`src/rtl/sfcfe_pkg.sv`:
```
package sfcfe_pkg;
  // ----------------------------------------
  // Instruction codes
  // ----------------------------------------
  localparam logic [7:0] OPC_WL_SET   = 8'h06;
  localparam logic [7:0] OPC_WL_CLR   = 8'h04;
  localparam logic [7:0] OPC_RD_STAT  = 8'h05;
  localparam logic [7:0] OPC_WR_STAT  = 8'h01;
  localparam logic [7:0] OPC_READ     = 8'h03;
  localparam logic [7:0] OPC_FAST     = 8'h0B;
  localparam logic [7:0] OPC_DUAL     = 8'h3B;
  localparam logic [7:0] OPC_PROG     = 8'h02;
  localparam logic [7:0] OPC_BLK_ER   = 8'hD8;
  localparam logic [7:0] OPC_SEC_ER   = 8'h20;
  localparam logic [7:0] OPC_CHIP_ER  = 8'hC7;
  localparam logic [7:0] OPC_PDOWN    = 8'hB9;
  localparam logic [7:0] OPC_RELEASE  = 8'hAB;
  localparam logic [7:0] OPC_MAKER_ID = 8'h90;
  localparam logic [7:0] OPC_JEDEC_ID = 8'h9F;
  // ----------------------------------------
  // Status byte layout
  // ----------------------------------------
  localparam int ST_BUSY    = 0;
  localparam int ST_WL      = 1;
  localparam int ST_PROT_LO = 2;
  localparam int ST_PROT_HI = 4;
  localparam int ST_LOW_END = 5;
  localparam int ST_LOCK    = 7;
  // ----------------------------------------
  // Framing counts
  // ----------------------------------------
  localparam logic [2:0] BIT_LAST   = 3'h7;
  localparam logic [2:0] DUAL_LAST  = 3'h3;
  localparam logic [2:0] BYTE_SAT   = 3'h7;
  localparam logic [2:0] ADDR_BYTES = 3'h3;
  localparam logic [2:0] OUT_AT_RD  = 3'h3;
  localparam logic [2:0] OUT_AT_FST = 3'h4;
  localparam logic [1:0] IDX_LAST   = 2'h3;
  // ----------------------------------------
  // Protection map
  // ----------------------------------------
  localparam int         BLK_LSB      = 16;
  localparam logic [6:0] BLKS_32M     = 7'h40;
  localparam logic [6:0] BLKS_16M     = 7'h20;
  localparam logic [6:0] PROT_ONE_BLK = 7'h01;
  localparam logic [2:0] PROT_NONE    = 3'h0;
  localparam logic [2:0] PROT_ALL     = 3'h7;
  localparam logic [2:0] PROT_ALL_16M = 3'h6;
  // ----------------------------------------
  // Pin sampling
  // ----------------------------------------
  localparam int         PIN_SCLK = 0;
  localparam int         PIN_CS   = 1;
  localparam int         PIN_DIN  = 2;
  localparam int         PIN_WP   = 3;
  localparam logic [3:0] SYNC_RST = 4'hA;

  typedef enum logic [2:0] {OP_PROG, OP_SEC_ER, OP_BLK_ER, OP_CHIP_ER, OP_WR_STAT} sfcfe_op_t;
  typedef enum logic [2:0] {S_IDLE, S_OPC, S_IN, S_OUT, S_SKIP} sfcfe_state_t;
endpackage

```
`src/rtl/sfcfe_link_if.sv`:
```
`timescale 1ns/1ps
interface sfcfe_link_if;
  logic sclk_rise;
  logic sclk_fall;
  logic cs_fall;
  logic cs_rise;
  logic cs_low;
  logic din;
  logic wp_b;
  modport src (output sclk_rise, sclk_fall, cs_fall, cs_rise, cs_low, din, wp_b);
  modport snk (input sclk_rise, sclk_fall, cs_fall, cs_rise, cs_low, din, wp_b);
endinterface // sfcfe_link_if

```
`src/rtl/sfcfe_top.sv`:
```
// Functional notes
// - Input line sampled on serial clock rise, most significant bit first.
// - Select fall starts an instruction and clears bit and byte counters.
// - First byte after select fall is the opcode; it steers the rest.
// - Select rise ends the current instruction.
// - Reads may end after any bit; output stops at once.
// - Write, program and erase run only if select rises on a byte boundary.
// - While busy, only read status is accepted.
// - Exactly fifteen opcodes known; anything else does nothing.
// - Latch set, latch clear, status read/write, power-down and release decode.
// - Read, sector and block erase and program take three address bytes, high first; chip erase takes none.
// - Fast and dual reads add one dummy byte; program takes up to 256 bytes.
// - Returned bytes leave on the output line, most significant bit first; dual read uses both lines.
// - Status read repeats the live status byte until select rises.
// - After three dummies, release returns device code repeatedly.
// - Maker/device read and three-byte identity read return fixed codes.
// - Latch-set opcode sets the write latch when select rises.
// - Program, erase and status write need the write latch set.
// - Dense part guards 1/64 to 1/2 from top or bottom; 111 all.
// - Small part guards 1/32 to 1/2; 11x all, 000 none.
// - Write latch clears when a program, erase or status write ends.
// - Busy reads one for the whole program, erase or status write.
// - Lock bit plus low protect pin refuse status writes.
// - Status byte: busy, latch, protect field, low-end select, zero, lock.
`timescale 1ns/1ps
module sfcfe_top #(
  parameter logic [7:0] MAKER_CODE  = 8'h5A, // Arbitrary value
  parameter logic [7:0] DEVICE_CODE = 8'h3C, // Arbitrary value
  parameter logic [7:0] TYPE_CODE   = 8'h71, // Arbitrary value
  parameter logic [7:0] CAP_CODE    = 8'h17, // Arbitrary value
  parameter int         PAGE_BYTES  = 256
) (
  input  wire logic         clk_sys,
  input  wire logic         rst_b,
  input  wire logic         sclk,
  input  wire logic         cs_b,
  input  wire logic         serial_in_io_i,
  output logic              serial_in_io_o,
  output logic              serial_in_io_oe,
  output logic              serial_out_o,
  output logic              serial_out_oe,
  input  wire logic         write_protect_b,
  input  wire logic         dens_32m,
  input  wire logic         op_done,
  output logic              op_start,
  output sfcfe_pkg::sfcfe_op_t op_kind,
  output logic [23:0]       op_addr,
  output logic              prog_valid,
  output logic [7:0]        prog_data,
  output logic [23:0]       array_addr,
  input  wire logic [7:0]   array_data,
  output logic [7:0]        status_byte,
  output logic              power_down
);
  import sfcfe_pkg::*;

  localparam int PW = $clog2(PAGE_BYTES + 1);

  typedef struct packed {
    sfcfe_state_t st;
    logic [2:0]   bitc;
    logic [2:0]   bytec;
    logic [7:0]   opc;
    logic [7:0]   shin;
    logic [7:0]   shout;
    logic [7:0]   wdata;
    logic [23:0]  addr;
    logic [2:0]   obit;
    logic [1:0]   idx;
    logic         dout;
    logic         serial_in_io;
    logic         oe;
    logic         dual;
    logic         pend;
    logic         wl;
    logic         busy;
    logic         lock;
    logic         low_end;
    logic [2:0]   prot;
    logic         pd;
    logic         start;
    sfcfe_op_t    kind;
    logic         pvalid;
    logic [7:0]   pdata;
    logic [PW-1:0] pcnt;
  } sfcfe_core_t;

  sfcfe_core_t r;
  sfcfe_core_t next_r;
  sfcfe_link_if lk ();

  logic [7:0] shin_n;
  logic [7:0] stat;
  logic [7:0] nbyte;
  logic [2:0] bn;
  logic       ok;
  logic       go_out;
  logic       do_start;
  sfcfe_op_t  kind_v;
  logic       prot_hit;

  sfcfe_pin_sync u_sync (
    .clk_sys (clk_sys),
    .rst_b   (rst_b),
    .sclk    (sclk),
    .cs_b    (cs_b),
    .din_pin (serial_in_io_i),
    .wp_pin  (write_protect_b),
    .lk      (lk.src)
  );

  sfcfe_protect u_prot (
    .addr     (r.addr),
    .prot     (r.prot),
    .low_end  (r.low_end),
    .dens_32m (dens_32m),
    .chip     (r.opc == OPC_CHIP_ER),
    .hit      (prot_hit)
  );

  // ----------------------------------------
  // Status and outgoing byte
  // ----------------------------------------
  always_comb begin
    stat = 8'h00;
    stat[ST_BUSY] = r.busy;
    stat[ST_WL] = r.wl;
    stat[ST_PROT_HI:ST_PROT_LO] = r.prot;
    stat[ST_LOW_END] = r.low_end;
    stat[ST_LOCK] = r.lock;
    case (r.opc)
      OPC_RD_STAT:  nbyte = stat;
      OPC_RELEASE:  nbyte = DEVICE_CODE;
      OPC_MAKER_ID: nbyte = r.idx[0] ? DEVICE_CODE : MAKER_CODE;
      OPC_JEDEC_ID: begin
        case (r.idx)
          2'h0:    nbyte = MAKER_CODE;
          2'h1:    nbyte = TYPE_CODE;
          2'h2:    nbyte = CAP_CODE;
          default: nbyte = 8'h00;
        endcase
      end
      default:      nbyte = array_data;
    endcase
  end

  // ----------------------------------------
  // Instruction engine
  // ----------------------------------------
  always_comb begin
    next_r = r;
    next_r.start = 1'b0;
    next_r.pvalid = 1'b0;
    shin_n = {r.shin[6:0], lk.din};
    bn = (r.bytec == BYTE_SAT) ? r.bytec : r.bytec + 3'h1;
    ok = 1'b0;
    go_out = 1'b0;
    do_start = 1'b0;
    kind_v = OP_PROG;
    if (op_done && r.busy) begin
      next_r.busy = 1'b0;
      next_r.wl = 1'b0;
    end
    if (r.pend) begin
      // Array data must follow array_addr within the same cycle
      next_r.pend = 1'b0;
      next_r.shout = nbyte;
      next_r.idx = (r.idx == IDX_LAST) ? r.idx : r.idx + 2'h1;
      if (r.opc == OPC_READ || r.opc == OPC_FAST || r.opc == OPC_DUAL) begin
        next_r.addr = r.addr + 24'h1;
      end
    end
    if (lk.cs_fall) begin
      next_r.st = S_OPC;
      next_r.bitc = 3'h0;
      next_r.bytec = 3'h0;
      next_r.pcnt = '0;
    end else if (lk.cs_rise) begin
      if (r.opc == OPC_RELEASE && (r.st == S_IN || r.st == S_OUT)) begin
        next_r.pd = 1'b0;
      end
      if (r.st == S_IN && r.bitc == 3'h0) begin
        case (r.opc)
          OPC_WL_SET:  next_r.wl = 1'b1;
          OPC_WL_CLR:  next_r.wl = 1'b0;
          OPC_PDOWN:   next_r.pd = 1'b1;
          OPC_WR_STAT: begin
            if (r.bytec != 3'h0 && r.wl && (!r.lock || lk.wp_b)) begin
              next_r.lock = r.wdata[ST_LOCK];
              next_r.low_end = r.wdata[ST_LOW_END];
              next_r.prot = r.wdata[ST_PROT_HI:ST_PROT_LO];
              do_start = 1'b1;
              kind_v = OP_WR_STAT;
            end
          end
          OPC_PROG: begin
            do_start = r.bytec > ADDR_BYTES && r.wl && !prot_hit;
            kind_v = OP_PROG;
          end
          OPC_SEC_ER: begin
            do_start = r.bytec >= ADDR_BYTES && r.wl && !prot_hit;
            kind_v = OP_SEC_ER;
          end
          OPC_BLK_ER: begin
            do_start = r.bytec >= ADDR_BYTES && r.wl && !prot_hit;
            kind_v = OP_BLK_ER;
          end
          OPC_CHIP_ER: begin
            do_start = r.wl && !prot_hit;
            kind_v = OP_CHIP_ER;
          end
          default: ;
        endcase
      end
      if (do_start) begin
        next_r.start = 1'b1;
        next_r.busy = 1'b1;
        next_r.kind = kind_v;
      end
      next_r.st = S_IDLE;
      next_r.oe = 1'b0;
      next_r.dual = 1'b0;
      next_r.pend = 1'b0;
    end else if (lk.cs_low && lk.sclk_rise && r.st != S_IDLE) begin
      next_r.shin = shin_n;
      next_r.bitc = r.bitc + 3'h1;
      if (r.bitc == BIT_LAST) begin
        unique case (r.st)
          S_OPC: begin
            // Unknown codes and blocked codes fall through to skip
            ok = (shin_n == OPC_WL_SET || shin_n == OPC_WL_CLR ||
                  shin_n == OPC_RD_STAT || shin_n == OPC_WR_STAT ||
                  shin_n == OPC_READ || shin_n == OPC_FAST ||
                  shin_n == OPC_DUAL || shin_n == OPC_PROG ||
                  shin_n == OPC_BLK_ER || shin_n == OPC_SEC_ER ||
                  shin_n == OPC_CHIP_ER || shin_n == OPC_PDOWN ||
                  shin_n == OPC_RELEASE || shin_n == OPC_MAKER_ID ||
                  shin_n == OPC_JEDEC_ID) &&
                 (!r.busy || shin_n == OPC_RD_STAT) &&
                 (!r.pd || shin_n == OPC_RELEASE);
            next_r.opc = shin_n;
            next_r.st = ok ? S_IN : S_SKIP;
            go_out = ok && (shin_n == OPC_RD_STAT || shin_n == OPC_JEDEC_ID);
          end
          S_IN: begin
            next_r.bytec = bn;
            if (bn <= ADDR_BYTES) begin
              next_r.addr = {r.addr[15:0], shin_n};
            end
            if (r.opc == OPC_WR_STAT && bn == 3'h1) begin
              next_r.wdata = shin_n;
            end
            if (r.opc == OPC_PROG && bn > ADDR_BYTES && r.pcnt < PAGE_BYTES) begin
              next_r.pvalid = 1'b1;
              next_r.pdata = shin_n;
              next_r.pcnt = r.pcnt + 1'b1;
            end
            go_out = ((r.opc == OPC_READ || r.opc == OPC_RELEASE ||
                       r.opc == OPC_MAKER_ID) && bn == OUT_AT_RD) ||
                     ((r.opc == OPC_FAST || r.opc == OPC_DUAL) && bn == OUT_AT_FST);
            next_r.dual = r.opc == OPC_DUAL;
          end
          S_OUT, S_SKIP, S_IDLE: ;
        endcase
      end
      if (go_out) begin
        next_r.st = S_OUT;
        next_r.pend = 1'b1;
        next_r.obit = 3'h0;
        next_r.idx = 2'h0;
      end
    end else if (lk.cs_low && lk.sclk_fall && r.st == S_OUT) begin
      next_r.oe = 1'b1;
      next_r.dout = r.shout[7];
      next_r.serial_in_io = r.shout[6];
      if (r.obit == (r.dual ? DUAL_LAST : BIT_LAST)) begin
        next_r.obit = 3'h0;
        next_r.pend = 1'b1;
      end else begin
        next_r.obit = r.obit + 3'h1;
        next_r.shout = r.dual ? {r.shout[5:0], 2'b00} : {r.shout[6:0], 1'b0};
      end
    end
  end

  always_ff @(posedge clk_sys or negedge rst_b) begin
    if (!rst_b) begin
      r <= '0;
    end else begin
      r <= next_r;
    end
  end

  assign serial_out_o    = r.dout;
  assign serial_out_oe   = r.oe;
  assign serial_in_io_o  = r.serial_in_io;
  assign serial_in_io_oe = r.oe & r.dual;
  assign op_start        = r.start;
  assign op_kind         = r.kind;
  assign op_addr         = r.addr;
  assign prog_valid      = r.pvalid;
  assign prog_data       = r.pdata;
  assign array_addr      = r.addr;
  assign status_byte     = stat;
  assign power_down      = r.pd;
endmodule // sfcfe_top

```
`src/rtl/sfcfe_pin_sync.sv`:
```
`timescale 1ns/1ps
module sfcfe_pin_sync (
  input  wire logic  clk_sys,
  input  wire logic  rst_b,
  input  wire logic  sclk,
  input  wire logic  cs_b,
  input  wire logic  din_pin,
  input  wire logic  wp_pin,
  sfcfe_link_if.src  lk
);
  import sfcfe_pkg::*;

  typedef struct packed {
    logic [3:0] s1;
    logic [3:0] s2;
    logic [3:0] s3;
  } sfcfe_sync_t;

  sfcfe_sync_t r;
  sfcfe_sync_t next_r;

  // ----------------------------------------
  // Two stages, third only for edges
  // ----------------------------------------
  always_comb begin
    next_r.s1 = {wp_pin, din_pin, cs_b, sclk};
    next_r.s2 = r.s1;
    next_r.s3 = r.s2;
  end

  always_ff @(posedge clk_sys or negedge rst_b) begin
    if (!rst_b) begin
      r <= {3{SYNC_RST}};
    end else begin
      r <= next_r;
    end
  end

  // Data travels with the clock, so both share the same latency
  assign lk.sclk_rise = r.s2[PIN_SCLK] & ~r.s3[PIN_SCLK];
  assign lk.sclk_fall = ~r.s2[PIN_SCLK] & r.s3[PIN_SCLK];
  assign lk.cs_fall   = ~r.s2[PIN_CS] & r.s3[PIN_CS];
  assign lk.cs_rise   = r.s2[PIN_CS] & ~r.s3[PIN_CS];
  assign lk.cs_low    = ~r.s2[PIN_CS];
  assign lk.din       = r.s2[PIN_DIN];
  assign lk.wp_b      = r.s2[PIN_WP];
endmodule // sfcfe_pin_sync

```
`src/rtl/sfcfe_protect.sv`:
```
`timescale 1ns/1ps
module sfcfe_protect (
  input  wire logic [23:0] addr,
  input  wire logic [2:0]  prot,
  input  wire logic        low_end,
  input  wire logic        dens_32m,
  input  wire logic        chip,
  output logic             hit
);
  import sfcfe_pkg::*;

  logic [6:0] blk;
  logic [6:0] total;
  logic [6:0] span;
  logic       all_guard;

  // ----------------------------------------
  // Guarded span in 64KB blocks
  // ----------------------------------------
  always_comb begin
    if (dens_32m) begin
      blk   = {1'b0, addr[BLK_LSB+5:BLK_LSB]};
      total = BLKS_32M;
    end else begin
      blk   = {2'b00, addr[BLK_LSB+4:BLK_LSB]};
      total = BLKS_16M;
    end
    span      = PROT_ONE_BLK << (prot - 3'h1);
    all_guard = (prot == PROT_ALL) || (!dens_32m && prot >= PROT_ALL_16M);
    if (prot == PROT_NONE) begin
      hit = 1'b0;
    end else if (all_guard || chip) begin
      // Whole-array erase is refused if any part is guarded
      hit = 1'b1;
    end else if (low_end) begin
      hit = blk < span;
    end else begin
      hit = blk >= (total - span);
    end
  end
endmodule // sfcfe_protect

```
`config.mk`:
```
export PLATFORM = sky130hd
export DESIGN_NAME = sfcfe_top
export DESIGN_NICKNAME = d
export VERILOG_FILES = /design/src/rtl/sfcfe_pkg.sv /design/src/rtl/sfcfe_link_if.sv /design/src/rtl/sfcfe_top.sv /design/src/rtl/sfcfe_pin_sync.sv /design/src/rtl/sfcfe_protect.sv
export SDC_FILE = /design/constraint.sdc
export NUM_CORES = 1
export LEC_CHECK = 0
export BUFFER_PORTS_ARGS = -buffer_cell sky130_fd_sc_hd__buf_2
export CAP_MARGIN = 20
export CORE_ASPECT_RATIO = 1.4
export CORE_UTILIZATION = 41
export DETAILED_ROUTE_END_ITERATION = 8
export GPL_ROUTABILITY_DRIVEN = 0
export SLEW_MARGIN = 20
export SYNTH_ARGS = -nofsm -noshare
export SYNTH_HDL_FRONTEND = slang
export SYNTH_SLANG_ARGS = --single-unit
```
`constraint.sdc`:
```
create_clock -name clk_sys -period 9.65 [get_ports clk_sys]
set_clock_uncertainty 0.1 [all_clocks]
set_input_delay 0.4825 -clock clk_sys [delete_from_list [all_inputs] [get_ports clk_sys]]
set_output_delay 0.4825 -clock clk_sys [all_outputs]
set_load 0.02 [all_outputs]
```
==> results.cfg <==
[cts]
cts_setup_buffers = 0
numCtsBuffers = 9
cts_resized = 0
clockBufferDepth = 2
clk_pin_slew_ns = 0.07
cts_tree = built
htreeDepth = 3
hold_buffers = 0
clk_latency_ns = 0.36
root_buffer = clkbuf_16
cts_sinks = 111

[grt]
grt_pass1_vias = 5280
track_usage = 0.192
grt_start_max_net_pins = 58
grt_pass1_wl_mm = 26.8
antenna_found_initial = 0
grt_overflow = 0

[finish]
num_antenna_cells = 0
drive_above_1_share = 0.226
nFillCells = 1643
nNetsFinal = 798
area_growth_pct = 5.20

[yosys]
yosys.area.top_type_share = 0.374
synth.most_common_cell = dfrtp_1
synthTopCellsByCount = dfrtp_1 (106), buf_4 (69), nor2_1 (62)
synth_top_family_by_area = simple AND/OR/NAND/NOR gates
postSynthRegisterBits = 111
synth-compound-area-share = 0.141
synthFlopType = dfrtp_1
synthesis.nets = 798
synth_edf_count = 0
yosys.area_share.xor_xnor = 0.0395
synthDistinctLibCells = 79
synth_fa_ha_area_frac = 0.0564
avgSynthCellArea_um2 = 9.46
seq_area_frac_synth = 0.392
synth_mux_area_frac = 0.0743
netlist_area_mm2 = 0.00709
synth-simple-area-share = 0.187
ys_async_sr_fraction = 1.00
synth_cells = 750
yosysTopAreaCell = dfrtp_1
yosys_warnings = 0
synthTopCellsByArea = dfrtp_1 (37%), buf_4 (7.3%), ha_1 (5.6%)

[die]
ios = 90
die-area_mm2 = 0.0178
chipHeight_um = 158
die_width_um = 113
rows = 56
start_util = 0.422
core_area_mm2 = 0.0168

[placement]
dp_slack_ns = 5.96
hpwl_mm = 12.1
portBuffers = 88

[route]
drcViolationCount = 0
avgViaCountPerCell = 5.61
wl_mm = 16.4
drtIter0Drc = 313
first_pass_iters = 4
wl_per_cell_um = 17.1
drtAntennaViolNets = 0
num_vias = 5373

[power_and_ir_drop]
p_int_w = 0.000712
vdd_drop_max_v = 0.0000646
p_leak_nw = 3.57
switching_share = 0.238
switching_power_w = 0.000223
pwr-share-comb = 0.056
seqPwrFrac = 0.525
p_per_area_mw_per_mm2 = 125
clockPowerShare = 0.419

[status]
status = finished, final reports clean

[critical_path]
crit_fanout = 13
cp_num_buf_inv = 0
cpPeakStageDelay_ns = 0.64
crit_chain = nor2_1 -> ha_1 -> nand2b_1 -> or2_2 -> ha_1 -> xor2_1 -> ha_1 -> nand3_1 -> o21ai_0 -> a311oi_2 -> a21oi_2 -> mux2_4
required_ns = 9.79
crit_type = flip-flop to flip-flop
crit_slowest_cell = dfrtp_1
worstSetupEndpointType = flip-flop
crit_family = adder cells
crit_top_cell = ha_1
arrival_ns = 3.87
cp-start-kind = flip-flop

[sta]
setup_ws_ns = 5.92
timing_hold_violations_final = 0
fmax_mhz = 268
rsz0062_at_grt = false
finalSetupTns_ns = 0
min_period_ns = 3.73
slew_viol_final = 0
period_share = 0.387
tightest_slew_ns = 0.855
relSlewSlack = 0.428
setup_viol = 0

[hold_path]
hp-class = primary input to async pin

[job]
maxCapViolations = 0
kinds of logic (layout without fill, tap and decap cells):
group	Yosys count	count (layout)
mux	47	47
buf+inv	130	135
compound gates	147	147
flops	111	111
fa+ha+maj	32	32
xor+xnor	32	32
simple gates	250	250
other cells	1	1
state kept, by name, indices dropped and copies added, names as in the netlist, 2 cells and up:
register,count
prog_data,8
r,53
op_kind,3
array_addr,24
status_byte,7
u_sync.next_r,6
u_sync.r,2
cells in the final DEF (no fill, tap or decap), drive strengths merged, types with 10 or more instances in the layout:
| master | instances |
|---|---|
| dfrtp | 106 |
| buf | 90 |
| nor2 | 63 |
| nand2 | 63 |
| a21oi | 42 |
| mux2 | 39 |
| o21ai | 39 |
| ha | 32 |
| inv | 30 |
| nand3 | 28 |
| xnor2 | 17 |
| xor2 | 15 |
| and3 | 11 |
| nor3 | 11 |
| clkbuf | 11 |
| and2 | 10 |
| nand4 | 10 |
layout make-up:
class / instances / area, um2 / area share
inverters: 29 / 109 / 0.0146
well taps: 203 / 254 / 0.0340
clock inverters: 5 / 63.8 / 0.00855
multi-input cells: 509 / 3540 / 0.475
flip-flops and latches: 111 / 2780 / 0.373
clock buffers: 11 / 253 / 0.0339
repair buffers: 90 / 458 / 0.0614
per-layer routing:
layer  part of all wire  global-route usage  vias to the layer above  wire length (um)
met4              0.029              0.0846                        0               483
met2               0.51               0.329                      134              8290
met1               0.43               0.235                     2623              6980
met3              0.040              0.0345                       35               659
met5                  0                   0                        -                 0
li1                   -                   -                     2581                 -
worst paths after layout:
| check | from | end | slack, ns | cells after the start |
|---|---|---|---|---|
| worst max-delay path | status_byte[3] | op_kind[1] | 5.92 | 12 |
| min in group clk_sys | write_protect_b | u_sync.next_r[7] | 0.11 | 1 |
| worst max register to register | status_byte[3] | op_kind[1] | 5.92 | 12 |
| max in group asynchronous | rst_b | r[35] | 8.18 | 2 |
| worst min-delay path | rst_b | prog_data[5] | 0.08 | 1 |
| worst min register to register | u_sync.next_r[4] | u_sync.next_r[0] | 0.25 | 0 |
per-stage QoR:
step	power, W	area, um2	util	cells	hold slack [ns]
after floorplan	0.000529	7090	-	750	0.0869
after global placement	0.000550	7150	0.425	942	0.232
after detailed placement	0.000552	7150	0.425	942	0.235
after CTS	0.000947	7460	0.444	958	0.104
after global routing	0.000973	7460	0.444	958	0.102
final	0.000934	7460	0.444	958	0.0837
power groups by stage:
| stage | sequential (W) | clock, W | combinational [W] |
|---|---|---|---|
| after global routing | 0.000492 | 0.000420 | 0.0000602 |
| after global placement | 0.000499 | 0 | 0.0000516 |
| after floorplan | 0.000487 | 0 | 0.0000411 |
| final | 0.000490 | 0.000391 | 0.0000526 |
| after CTS | 0.000490 | 0.000404 | 0.0000535 |
| after detailed placement | 0.000499 | 0 | 0.0000531 |
worst register-to-register path: stages (launching register included):
cell and delay, ns:
dfrtp_1 0.64, nor2_1 0.09, ha_1 0.40, nand2b_1 0.21
or2_2 0.32, ha_1 0.31, xor2_1 0.18, ha_1 0.30
nand3_1 0.06, o21ai_0 0.25, a311oi_2 0.17, a21oi_2 0.27
mux2_4 0.32
Power figures use the tool's default switching activity.
